[config.mk]
export PLATFORM = sky130hd
export DESIGN_NAME = capm_top
export DESIGN_NICKNAME = d
export VERILOG_FILES = /design/src/design/capm_pkg.sv /design/src/design/capm_top.sv /design/src/design/capm_tick.sv /design/src/design/capm_div.sv
export VERILOG_INCLUDE_DIRS = /design/src /design/src/design
export SDC_FILE = /design/constraint.sdc
export NUM_CORES = 1
export LEC_CHECK = 0
export BUFFER_PORTS_ARGS = -buffer_cell sky130_fd_sc_hd__buf_4
export CAP_MARGIN = 25
export CORE_UTILIZATION = 45
export CTS_CLUSTER_DIAMETER = 100
export DETAILED_ROUTE_END_ITERATION = 12
export PLACE_DENSITY_LB_ADDON = 0.05
export SYNTH_ARGS = -nofsm -noshare
export SYNTH_HDL_FRONTEND = slang
export SYNTH_SLANG_ARGS = --single-unit
[constraint.sdc]
create_clock -name clk -period 11 [get_ports clk]
set_input_delay 0 -clock clk [delete_from_list [all_inputs] [get_ports clk]]
set_output_delay 0 -clock clk [all_outputs]
set_load 0.03 [all_outputs]
[src/design/capm_params.svh]
// Offsets, field positions, reset values and timing counts of the monitor.
`ifndef CAPM_PARAMS_SVH
`define CAPM_PARAMS_SVH

`define CAPM_CLK_PERIOD_NS     10
`define CAPM_TICK_PERIOD_NS    100000000
`define CAPM_TICK_CYCLES       (`CAPM_TICK_PERIOD_NS / `CAPM_CLK_PERIOD_NS)

`define CAPM_CYCLE_TICKS       8'hc8
`define CAPM_START_TICKS       8'h0a
`define CAPM_INV_START_TICKS   8'h23
`define CAPM_INV_END_TICKS     8'ha5
`define CAPM_LOW_MIN_TICKS     8'h05
`define CAPM_LOW_MAX_TICKS     8'h5a
`define CAPM_MAINT_MIN_TICKS   8'h14
`define CAPM_MAINT_MAX_TICKS   8'h5a
`define CAPM_LOW_SCALE         26'h0000032
`define CAPM_MAINT_SHIFT       3

`define CAPM_OFF_AVG_WINDOW    8'h00
`define CAPM_OFF_MASK_INTERVAL 8'h04
`define CAPM_OFF_REF_CURRENT   8'h08
`define CAPM_OFF_RESTART_COAST 8'h0c
`define CAPM_OFF_EXT_DISPLAY   8'h10
`define CAPM_OFF_PARAM_WRITE   8'h14
`define CAPM_OFF_SCRATCH_ONE   8'h18
`define CAPM_OFF_SCRATCH_TWO   8'h1c
`define CAPM_OFF_STATUS        8'h20

`define CAPM_RST_AVG_WINDOW    16'h000a
`define CAPM_RST_MASK_INTERVAL 16'h0000
`define CAPM_RST_REF_CURRENT   16'h0064
`define CAPM_RST_RESTART_COAST 16'h270f
`define CAPM_RST_EXT_DISPLAY   16'h0000
`define CAPM_RST_PARAM_WRITE   16'h0000
`define CAPM_RST_SCRATCH       16'h270f

`define CAPM_MAX_AVG_WINDOW    16'h000a
`define CAPM_MAX_MASK_INTERVAL 16'h00c8
`define CAPM_MAX_REF_CURRENT   16'h1388
`define CAPM_MAX_SETTING       16'h270f
`define CAPM_RESTART_DISABLED  16'h270f

`define CAPM_STAT_LEVEL_BIT    7
`define CAPM_STAT_INVALID_BIT  8
`define CAPM_STAT_LOW_LSB      16
`define CAPM_STAT_MAINT_LSB    24

`define CAPM_DIV_NUM_W         26
`define CAPM_DIV_DEN_W         16

`endif

[src/design/capm_pkg.sv]
// Types shared by the current average pulse monitor.
package capm_pkg;

  typedef enum logic [6:0] {
    CAPM_IDLE  = 7'h01,
    CAPM_MASK  = 7'h02,
    CAPM_START = 7'h04,
    CAPM_LOW   = 7'h08,
    CAPM_MAINT = 7'h10,
    CAPM_END   = 7'h20,
    CAPM_BLANK = 7'h40
  } capm_state_t;

  typedef struct packed {
    logic        const_speed;
    logic        accel_decel;
    logic        restart_active;
    logic [15:0] out_current;
  } capm_drive_t;

endpackage

[src/design/capm_top.sv]
// Current average pulse monitor with its APB register file.
//
// Our own choices: register access over APB and the register addresses.
`include "capm_params.svh"

module capm_top #(
  parameter int unsigned TICK_CYCLES = `CAPM_TICK_CYCLES
) (
  input  wire logic                 clk,
  input  wire logic                 rst_n,
  input  wire logic                 ce,
  input  wire capm_pkg::capm_drive_t drive,
  input  wire logic [15:0]          maintenance_hours_count,
  input  wire logic                 psel,
  input  wire logic                 penable,
  input  wire logic                 pwrite,
  input  wire logic [7:0]           paddr,
  input  wire logic [31:0]          pwdata,
  output logic      [31:0]          prdata,
  output logic                      pready,
  output logic                      pslverr,
  output logic                      avg_current_pulse_out
);

  capm_pkg::capm_state_t state;
  logic                  tick;
  logic [7:0]            phase_cnt;
  logic [7:0]            end_len;
  logic                  invalid;
  logic                  wait_new_const;
  logic [19:0]           sample_sum;
  logic [3:0]            sample_cnt;
  logic                  den_zero;
  logic                  div_start;
  logic [25:0]           div_q;
  logic                  div_busy;
  logic [7:0]            low_w;
  logic [7:0]            maint_w;
  logic [7:0]            next_maint_w;
  logic [15:0]           current_averaging_window;
  logic [15:0]           transient_mask_interval;
  logic [15:0]           reference_current_setting;
  logic [15:0]           restart_coast_setting;
  logic [15:0]           extended_display_select;
  logic [15:0]           param_write_select;
  logic [15:0]           user_scratch_one;
  logic [15:0]           user_scratch_two;
  logic                  restart_en;
  logic                  wr_en;
  logic [15:0]           wdata16;
  logic [31:0]           status_word;

  function automatic logic fits(input logic [15:0] value,
                                input logic [15:0] limit);
    fits = (value <= limit);
  endfunction

  function automatic logic [7:0] clamp8(input logic [25:0] value,
                                        input logic [7:0]  lo,
                                        input logic [7:0]  hi);
    if (value < {18'h00000, lo}) begin
      clamp8 = lo;
    end else if (value > {18'h00000, hi}) begin
      clamp8 = hi;
    end else begin
      clamp8 = value[7:0];
    end
  endfunction

  // Every pulse duration below is counted in these 0.1 s ticks.
  capm_tick #(
    .TICK_CYCLES (TICK_CYCLES)
  ) u_tick (
    .clk   (clk),
    .rst_n (rst_n),
    .ce    (ce),
    .tick  (tick)
  );

  // The quotient is sum*50/(samples*ref), so 100 % of reference gives 5 s.
  capm_div u_div (
    .clk      (clk),
    .rst_n    (rst_n),
    .ce       (ce),
    .start    (div_start),
    .num      (26'(sample_sum) * `CAPM_LOW_SCALE),
    .den      (16'(sample_cnt) * reference_current_setting[15:0]),
    .quotient (div_q),
    .busy     (div_busy)
  );

  assign restart_en = (restart_coast_setting != `CAPM_RESTART_DISABLED);
  assign wr_en      = psel && penable && pready && pwrite && !pslverr;
  assign wdata16    = pwdata[15:0];

  // Ten-percent and 180-percent points land exactly on the clamp limits.
  assign low_w = den_zero ? `CAPM_LOW_MAX_TICKS :
                 clamp8(div_q, `CAPM_LOW_MIN_TICKS, `CAPM_LOW_MAX_TICKS);
  // Hours/40000*50 ticks with hours in 100 h units reduces to count/8.
  assign next_maint_w = clamp8(26'(maintenance_hours_count >> `CAPM_MAINT_SHIFT),
                               `CAPM_MAINT_MIN_TICKS,
                               `CAPM_MAINT_MAX_TICKS);

  assign status_word = {1'b0, maint_w[6:0], 1'b0, low_w[6:0], 7'h00,
                        invalid, avg_current_pulse_out, state};

  // Pulse sequencer: one state per segment of the 20 s output cycle.
  always_ff @(posedge clk) begin
    if (!rst_n) begin
      state                 <= capm_pkg::CAPM_IDLE;
      phase_cnt             <= 8'h00;
      end_len               <= 8'h00;
      invalid               <= 1'b0;
      wait_new_const        <= 1'b0;
      avg_current_pulse_out <= 1'b0;
      maint_w               <= `CAPM_MAINT_MIN_TICKS;
    end else if (ce && tick) begin
      case (state)
        capm_pkg::CAPM_IDLE: begin
          avg_current_pulse_out <= 1'b0;
          phase_cnt             <= 8'h00;
          if (wait_new_const) begin
            if (!drive.const_speed || drive.accel_decel) begin
              wait_new_const <= 1'b0;
            end
          end else if (drive.const_speed && !drive.accel_decel) begin
            state <= capm_pkg::CAPM_MASK;
          end
        end
        capm_pkg::CAPM_MASK: begin
          if (drive.accel_decel || !drive.const_speed) begin
            state <= capm_pkg::CAPM_IDLE;
          end else if (16'(phase_cnt) >= transient_mask_interval) begin
            phase_cnt <= 8'h00;
            if (restart_en && drive.restart_active) begin
              state <= capm_pkg::CAPM_BLANK;
            end else begin
              state                 <= capm_pkg::CAPM_START;
              avg_current_pulse_out <= 1'b1;
              invalid               <= 1'b0;
            end
          end else begin
            phase_cnt <= phase_cnt + 8'h01;
          end
        end
        capm_pkg::CAPM_START: begin
          phase_cnt <= phase_cnt + 8'h01;
          if (drive.accel_decel || !drive.const_speed) begin
            invalid <= 1'b1;
          end
          if (invalid && phase_cnt + 8'h01 == `CAPM_INV_START_TICKS) begin
            state                 <= capm_pkg::CAPM_END;
            end_len               <= `CAPM_INV_END_TICKS;
            phase_cnt             <= 8'h00;
            avg_current_pulse_out <= 1'b0;
          end else if (!invalid && !drive.accel_decel &&
                       drive.const_speed &&
                       phase_cnt + 8'h01 == `CAPM_START_TICKS) begin
            state                 <= capm_pkg::CAPM_LOW;
            maint_w               <= next_maint_w;
            phase_cnt             <= 8'h00;
            avg_current_pulse_out <= 1'b0;
          end
        end
        capm_pkg::CAPM_LOW: begin
          phase_cnt <= phase_cnt + 8'h01;
          if (phase_cnt + 8'h01 == low_w) begin
            state                 <= capm_pkg::CAPM_MAINT;
            phase_cnt             <= 8'h00;
            avg_current_pulse_out <= 1'b1;
          end
        end
        capm_pkg::CAPM_MAINT: begin
          phase_cnt <= phase_cnt + 8'h01;
          if (phase_cnt + 8'h01 == maint_w) begin
            state                 <= capm_pkg::CAPM_END;
            end_len               <= `CAPM_CYCLE_TICKS - `CAPM_START_TICKS -
                                     low_w - maint_w;
            phase_cnt             <= 8'h00;
            avg_current_pulse_out <= 1'b0;
          end
        end
        capm_pkg::CAPM_END, capm_pkg::CAPM_BLANK: begin
          avg_current_pulse_out <= 1'b0;
          phase_cnt             <= phase_cnt + 8'h01;
          // The cycle is never cut short, whatever the drive does.
          if ((state == capm_pkg::CAPM_END &&
               phase_cnt + 8'h01 == end_len) ||
              (state == capm_pkg::CAPM_BLANK &&
               phase_cnt + 8'h01 == `CAPM_CYCLE_TICKS)) begin
            phase_cnt <= 8'h00;
            invalid   <= 1'b0;
            if (drive.out_current == 16'h0000) begin
              state          <= capm_pkg::CAPM_IDLE;
              wait_new_const <= 1'b1;
            end else if (state == capm_pkg::CAPM_BLANK &&
                         (drive.accel_decel || !drive.const_speed)) begin
              // A blank cycle is not repeated on a drive change; a new mask waits instead.
              state <= capm_pkg::CAPM_IDLE;
            end else if (drive.accel_decel) begin
              state <= capm_pkg::CAPM_BLANK;
            end else if (restart_en && drive.restart_active) begin
              state <= capm_pkg::CAPM_BLANK;
            end else if (drive.const_speed) begin
              state                 <= capm_pkg::CAPM_START;
              avg_current_pulse_out <= 1'b1;
            end else begin
              state <= capm_pkg::CAPM_IDLE;
            end
          end
        end
        default: begin
          state <= capm_pkg::CAPM_IDLE;
        end
      endcase
    end
  end

  // Averaging runs over the first window ticks of each start pulse.
  always_ff @(posedge clk) begin
    if (!rst_n) begin
      sample_sum <= 20'h00000;
      sample_cnt <= 4'h0;
      div_start  <= 1'b0;
      den_zero   <= 1'b1;
    end else if (ce) begin
      div_start <= 1'b0;
      if (tick && state != capm_pkg::CAPM_START) begin
        sample_sum <= 20'h00000;
        sample_cnt <= 4'h0;
      end else if (tick && !drive.accel_decel &&
                   16'(sample_cnt) < current_averaging_window) begin
        sample_sum <= sample_sum + 20'(drive.out_current);
        sample_cnt <= sample_cnt + 4'h1;
      end
      if (tick && state == capm_pkg::CAPM_START &&
          phase_cnt + 8'h01 == `CAPM_START_TICKS) begin
        // Divider finishes within 27 clocks, long before the low phase ends.
        div_start <= 1'b1;
        den_zero  <= (sample_cnt == 4'h0) ||
                     (reference_current_setting == 16'h0000);
      end
    end
  end

  // APB slave: pready rises one clock into the access phase.
  always_ff @(posedge clk) begin
    if (!rst_n) begin
      pready  <= 1'b0;
      pslverr <= 1'b0;
      prdata  <= 32'h00000000;
    end else if (ce) begin
      if (psel && penable && !pready) begin
        pready  <= 1'b1;
        pslverr <= 1'b0;
        prdata  <= 32'h00000000;
        if (paddr == `CAPM_OFF_AVG_WINDOW) begin
          prdata <= {16'h0000, current_averaging_window};
        end else if (paddr == `CAPM_OFF_MASK_INTERVAL) begin
          prdata <= {16'h0000, transient_mask_interval};
        end else if (paddr == `CAPM_OFF_REF_CURRENT) begin
          prdata <= {16'h0000, reference_current_setting};
        end else if (paddr == `CAPM_OFF_RESTART_COAST) begin
          prdata <= {16'h0000, restart_coast_setting};
        end else if (paddr == `CAPM_OFF_EXT_DISPLAY) begin
          prdata <= {16'h0000, extended_display_select};
        end else if (paddr == `CAPM_OFF_PARAM_WRITE) begin
          prdata <= {16'h0000, param_write_select};
        end else if (paddr == `CAPM_OFF_SCRATCH_ONE) begin
          prdata <= {16'h0000, user_scratch_one};
        end else if (paddr == `CAPM_OFF_SCRATCH_TWO) begin
          prdata <= {16'h0000, user_scratch_two};
        end else if (paddr == `CAPM_OFF_STATUS) begin
          prdata <= status_word;
        end else begin
          pslverr <= 1'b1;
        end
      end else begin
        pready  <= 1'b0;
        pslverr <= 1'b0;
      end
    end
  end

  // Settings; out-of-range writes are dropped and keep the old value.
  always_ff @(posedge clk) begin
    if (!rst_n) begin
      current_averaging_window  <= `CAPM_RST_AVG_WINDOW;
      transient_mask_interval   <= `CAPM_RST_MASK_INTERVAL;
      reference_current_setting <= `CAPM_RST_REF_CURRENT;
      restart_coast_setting     <= `CAPM_RST_RESTART_COAST;
      extended_display_select   <= `CAPM_RST_EXT_DISPLAY;
      param_write_select        <= `CAPM_RST_PARAM_WRITE;
    end else if (ce && wr_en) begin
      if (paddr == `CAPM_OFF_AVG_WINDOW) begin
        if (wdata16 != 16'h0000 && fits(wdata16, `CAPM_MAX_AVG_WINDOW)) begin
          current_averaging_window <= wdata16;
        end
      end else if (paddr == `CAPM_OFF_MASK_INTERVAL) begin
        if (fits(wdata16, `CAPM_MAX_MASK_INTERVAL)) begin
          transient_mask_interval <= wdata16;
        end
      end else if (paddr == `CAPM_OFF_REF_CURRENT) begin
        if (fits(wdata16, `CAPM_MAX_REF_CURRENT)) begin
          reference_current_setting <= wdata16;
        end
      end else if (paddr == `CAPM_OFF_RESTART_COAST) begin
        if (fits(wdata16, `CAPM_MAX_SETTING)) begin
          restart_coast_setting <= wdata16;
        end
      end else if (paddr == `CAPM_OFF_EXT_DISPLAY) begin
        extended_display_select <= wdata16;
      end else if (paddr == `CAPM_OFF_PARAM_WRITE) begin
        param_write_select <= wdata16;
      end
    end
  end

  // Scratch values feed nothing but the read mux.
  // Keeping them across power loss is the job of the external store.
  always_ff @(posedge clk) begin
    if (!rst_n) begin
      user_scratch_one <= `CAPM_RST_SCRATCH;
      user_scratch_two <= `CAPM_RST_SCRATCH;
    end else if (ce && wr_en && extended_display_select == 16'h0000 &&
                 fits(wdata16, `CAPM_MAX_SETTING)) begin
      // Accepted whatever param_write_select holds or the drive does.
      if (paddr == `CAPM_OFF_SCRATCH_ONE) begin
        user_scratch_one <= wdata16;
      end else if (paddr == `CAPM_OFF_SCRATCH_TWO) begin
        user_scratch_two <= wdata16;
      end
    end
  end

endmodule

[src/design/capm_tick.sv]
// Divides the system clock down to the 0.1 s timebase pulse.
module capm_tick #(
  parameter int unsigned TICK_CYCLES = 10000000
) (
  input  wire logic clk,
  input  wire logic rst_n,
  input  wire logic ce,
  output logic      tick
);

  logic [31:0] count;

  always_ff @(posedge clk) begin
    if (!rst_n) begin
      count <= 32'h00000000;
      tick  <= 1'b0;
    end else if (ce) begin
      if (count == 32'(TICK_CYCLES - 1)) begin
        count <= 32'h00000000;
        tick  <= 1'b1;
      end else begin
        count <= count + 32'h00000001;
        tick  <= 1'b0;
      end
    end
  end

endmodule

[src/design/capm_div.sv]
// Sequential restoring divider, one quotient bit per enabled clock.
`include "capm_params.svh"

module capm_div (
  input  wire logic                        clk,
  input  wire logic                        rst_n,
  input  wire logic                        ce,
  input  wire logic                        start,
  input  wire logic [`CAPM_DIV_NUM_W-1:0]  num,
  input  wire logic [`CAPM_DIV_DEN_W-1:0]  den,
  output logic      [`CAPM_DIV_NUM_W-1:0]  quotient,
  output logic                             busy
);

  logic [`CAPM_DIV_DEN_W:0]   rem;
  logic [4:0]                 steps;
  logic [`CAPM_DIV_DEN_W:0]   next_rem;

  assign next_rem = {rem[`CAPM_DIV_DEN_W-1:0],
                     quotient[`CAPM_DIV_NUM_W-1]};

  always_ff @(posedge clk) begin
    if (!rst_n) begin
      rem      <= '0;
      quotient <= '0;
      steps    <= 5'h00;
      busy     <= 1'b0;
    end else if (ce) begin
      if (start) begin
        rem      <= '0;
        quotient <= num;
        steps    <= 5'(`CAPM_DIV_NUM_W);
        busy     <= 1'b1;
      end else if (busy) begin
        if (next_rem >= {1'b0, den}) begin
          rem      <= next_rem - {1'b0, den};
          quotient <= {quotient[`CAPM_DIV_NUM_W-2:0], 1'b1};
        end else begin
          rem      <= next_rem;
          quotient <= {quotient[`CAPM_DIV_NUM_W-2:0], 1'b0};
        end
        steps <= steps - 5'h01;
        busy  <= (steps != 5'h01);
      end
    end
  end

endmodule

==> impl_metrics.json <==
{
  "outcome": "completed",
  "die_h_um": 211.0,
  "clock_latency_ns": 0.57,
  "timing.rr.start": "sample_cnt[1]",
  "grt_pass1_vias": 16460,
  "hold_viol": 0,
  "synthTopCellsByArea": "dfxtp_1 31%, ha_1 9.3%, mux2i_1 5.6%, nor2_1 4.5%, fa_1 4.4%",
  "hold_ws_ns": 0.02372,
  "core_area_mm2": 0.04308,
  "synthTopCellsByCount": "301 x dfxtp_1, 233 x nor2_1, 226 x nand2_1, 174 x inv_1, 146 x ha_1",
  "io_buffers": 94,
  "drtPass1Iterations": 6,
  "crit_required_ns": 11.48,
  "setup_slack_ns": 4.974,
  "synth_edf_count": 0,
  "ys.flop_type": "dfxtp_1",
  "cts_buffer_depth": 3,
  "grt_antenna_before_repair": 1,
  "vias_per_cell": 5.598,
  "worstSetupPathType": "reg2reg",
  "vias": 16997,
  "cellPowerDensity_mw_per_mm2": 111.4,
  "synthCells": 2357,
  "grt_max_degree": 70,
  "netlist_area_mm2": 0.01965,
  "cts_resized": 0,
  "cts-root-buf": "clkbuf_16",
  "synth-seq-cells": 301,
  "place_ws_ns": 4.922,
  "yosys_warnings": 0,
  "async_reset_ff_share_pct": 0,
  "p_leak_nw": 9.936,
  "synthMostInstantiatedCell": "dfxtp_1",
  "r2r-end": "u_div.quotient[0]",
  "clock_skew_ns": 0.03134,
  "postSynthAreaPerCell_um2": 8.337,
  "numCtsBuffers": 36,
  "synth_top_area_share_pct": 30.67,
  "rows": 76,
  "finalCritPeriodShare_pct": 54.78,
  "maxCapViolCount": 0,
  "hpwl_mm": 39.48,
  "setup_tns_ns": 0,
  "p_total_mw": 2.504,
  "syn_to_final_growth_pct": 14.34,
  "fin_crit_ns": 6.026,
  "seq_area_frac_synth_pct": 30.67,
  "initial_core_util_pct": 45.62,
  "die_width_um": 211.0,
  "cp_max_fo": 20,
  "rsz0062_at_grt": "no",
  "worst_pin_slew_ns": 1.033,
  "cts_hold_buf": 39,
  "report.final.slew_viol_count": 0,
  "worstSetupEndpointType": "flip-flop",
  "fill_cells": 4125,
  "relSlewSlack_pct": 31.15,
  "totalWireLength_mm": 54.41,
  "die_area_mm2": 0.04451,
  "grt_pass1_wl_mm": 88.35,
  "drc_errors": 0,
  "yosys.cell_types.count": 89,
  "holdPathStages": 6,
  "layout.nets": 2692,
  "routedWlPerCell_um": 17.92,
  "hold_start": "paddr[6]",
  "pin_count": 116,
  "cts_tree": "built",
  "drt_iter0_markers": 1022,
  "place_inst": 2928,
  "antenna_left": 0,
  "reg2reg_depth": 23,
  "cts.sinks": 301,
  "yosysTopAreaCell": "dfxtp_1",
  "place_congestion": 0.8555,
  "layout-drive-gt1-share_pct": 9.510,
  "h-tree-depth": 2,
  "layoutNonFillerInstCount": 3036,
  "rrSetupSlack_ns": 4.97,
  "grt_usage_pct": 24.73,
  "clk_pin_slew_ns": 0.06,
  "hold_end": "pslverr",
  "fmax_mhz": 165.9,
  "post-cts-setup-buffers": 0,
  "hp-class": "in2reg",
  "cp-start-kind": "flip-flop",
  "grt_overflow": 0,
  "setup_violations": 0,
  "ir_drop_mv": 0.08772,
  "worstPathArrival_ns": 6.51
}
## layout make-up
type	count	area, µm²	area share [%]
antenna	1	2.502	0.01114
clock buffer	52	1021	4.544
clock inverter	14	244.0	1.086
inverter	175	659.4	2.935
multi-input combinational	1753	12460	55.47
sequential	301	6026	26.82
tap	585	732.0	3.258
timing repair buffer	155	1321	5.881
## metal layers
metal / track usage, % / vias up / part of all wire [%]
met2: 40.64 / 386 / 46
met4: 6.372 / 0 / 2.0
li1: - / 8412 / -
met5: 0 / - / 0
met3: 3.137 / 67 / 4.6
met1: 34.18 / 8132 / 47
## placed cells by master, fill, tap and decap left out, drive strengths merged, types with 50 or more instances in the layout
master  Yosys  layout
and2       54      54
nor2      234     234
nand3      58      58
a21oi     133     133
ha        146     146
mux2i     110     110
buf        25     116
o21ai      97      97
nor3       50      50
inv       174     175
xnor2      74      74
dfxtp     301     301
clkbuf    104      52
nand2     226     226
## worst max-delay path, cell delays in order, from the launching register on
cell and delay [ns]:
dfxtp_1 0.71, and2_1 0.24, fa_1 0.41, fa_1 0.54
inv_1 0.06, fa_1 0.44, nor2b_1 0.12, o21ai_0 0.10
a21boi_0 0.17, o21ai_0 0.12, a21boi_0 0.25, o2111ai_1 0.17
a31oi_1 0.22, xnor2_1 0.11, ha_1 0.39, nand4_1 0.14
nor4_1 0.33, nor3_1 0.11, o21ai_0 0.09, o21a_1 0.77
a31oi_1 0.18, nor2_1 0.12, a21oi_1 0.05, nor2_1 0.10
## through the flow
step	cell area (µm²)	util [%]
after detailed placement	20770	48.23
after floorplan	19650	-
after global placement	20720	48.10
after global routing	22470	52.16
after CTS	22430	52.07
final	22470	52.16
## sequential cells by signal, indices dropped and copies added (netlist names), 4 cells and up
signal / flops
current_averaging_window: 16
end_len: 8
extended_display_select: 16
maint_w: 8
param_write_select: 16
phase_cnt: 8
prdata: 30
reference_current_setting: 16
restart_coast_setting: 16
sample_cnt: 4
sample_sum: 20
state: 7
transient_mask_interval: 16
u_div.quotient: 26
u_div.rem: 16
u_div.steps: 5
u_tick.count: 32
user_scratch_one: 16
user_scratch_two: 16
## kinds of logic after synthesis
logic type / count (synthesis) / share of synthesized area, %
fa+ha+maj: 190 / 13.73
flops: 301 / 30.67
xor+xnor: 125 / 5.750
buf+inv: 304 / 6.062
other cells: 1 / 0.01908
compound gates: 463 / 15.33
mux: 132 / 7.609
simple gates: 841 / 20.84
## power by group
| part | leakage (nW) | switching [mW] | internal, mW |
|---|---|---|---|
| logic | 6.90 | 0.0848 | 0.0517 |
| registers | 2.43 | 0.00473 | 1.09 |
| clock network | 0.606 | 0.516 | 0.752 |
## how the worst max path moves through the flow
stage | from | end | slack [ns] | cells after the start
floorplan | sample_cnt[2] | u_div.quotient[0] | 5.62 | 27
global placement | sample_cnt[1] | u_div.quotient[0] | 4.97 | 23
detailed placement | sample_cnt[1] | u_div.quotient[0] | 4.92 | 23
CTS | sample_cnt[1] | u_div.quotient[0] | 4.92 | 23
global route | sample_cnt[1] | u_div.rem[15] | 4.28 | 22
finish | sample_cnt[1] | u_div.quotient[0] | 4.97 | 23
(Power assumes the default switching activity.)
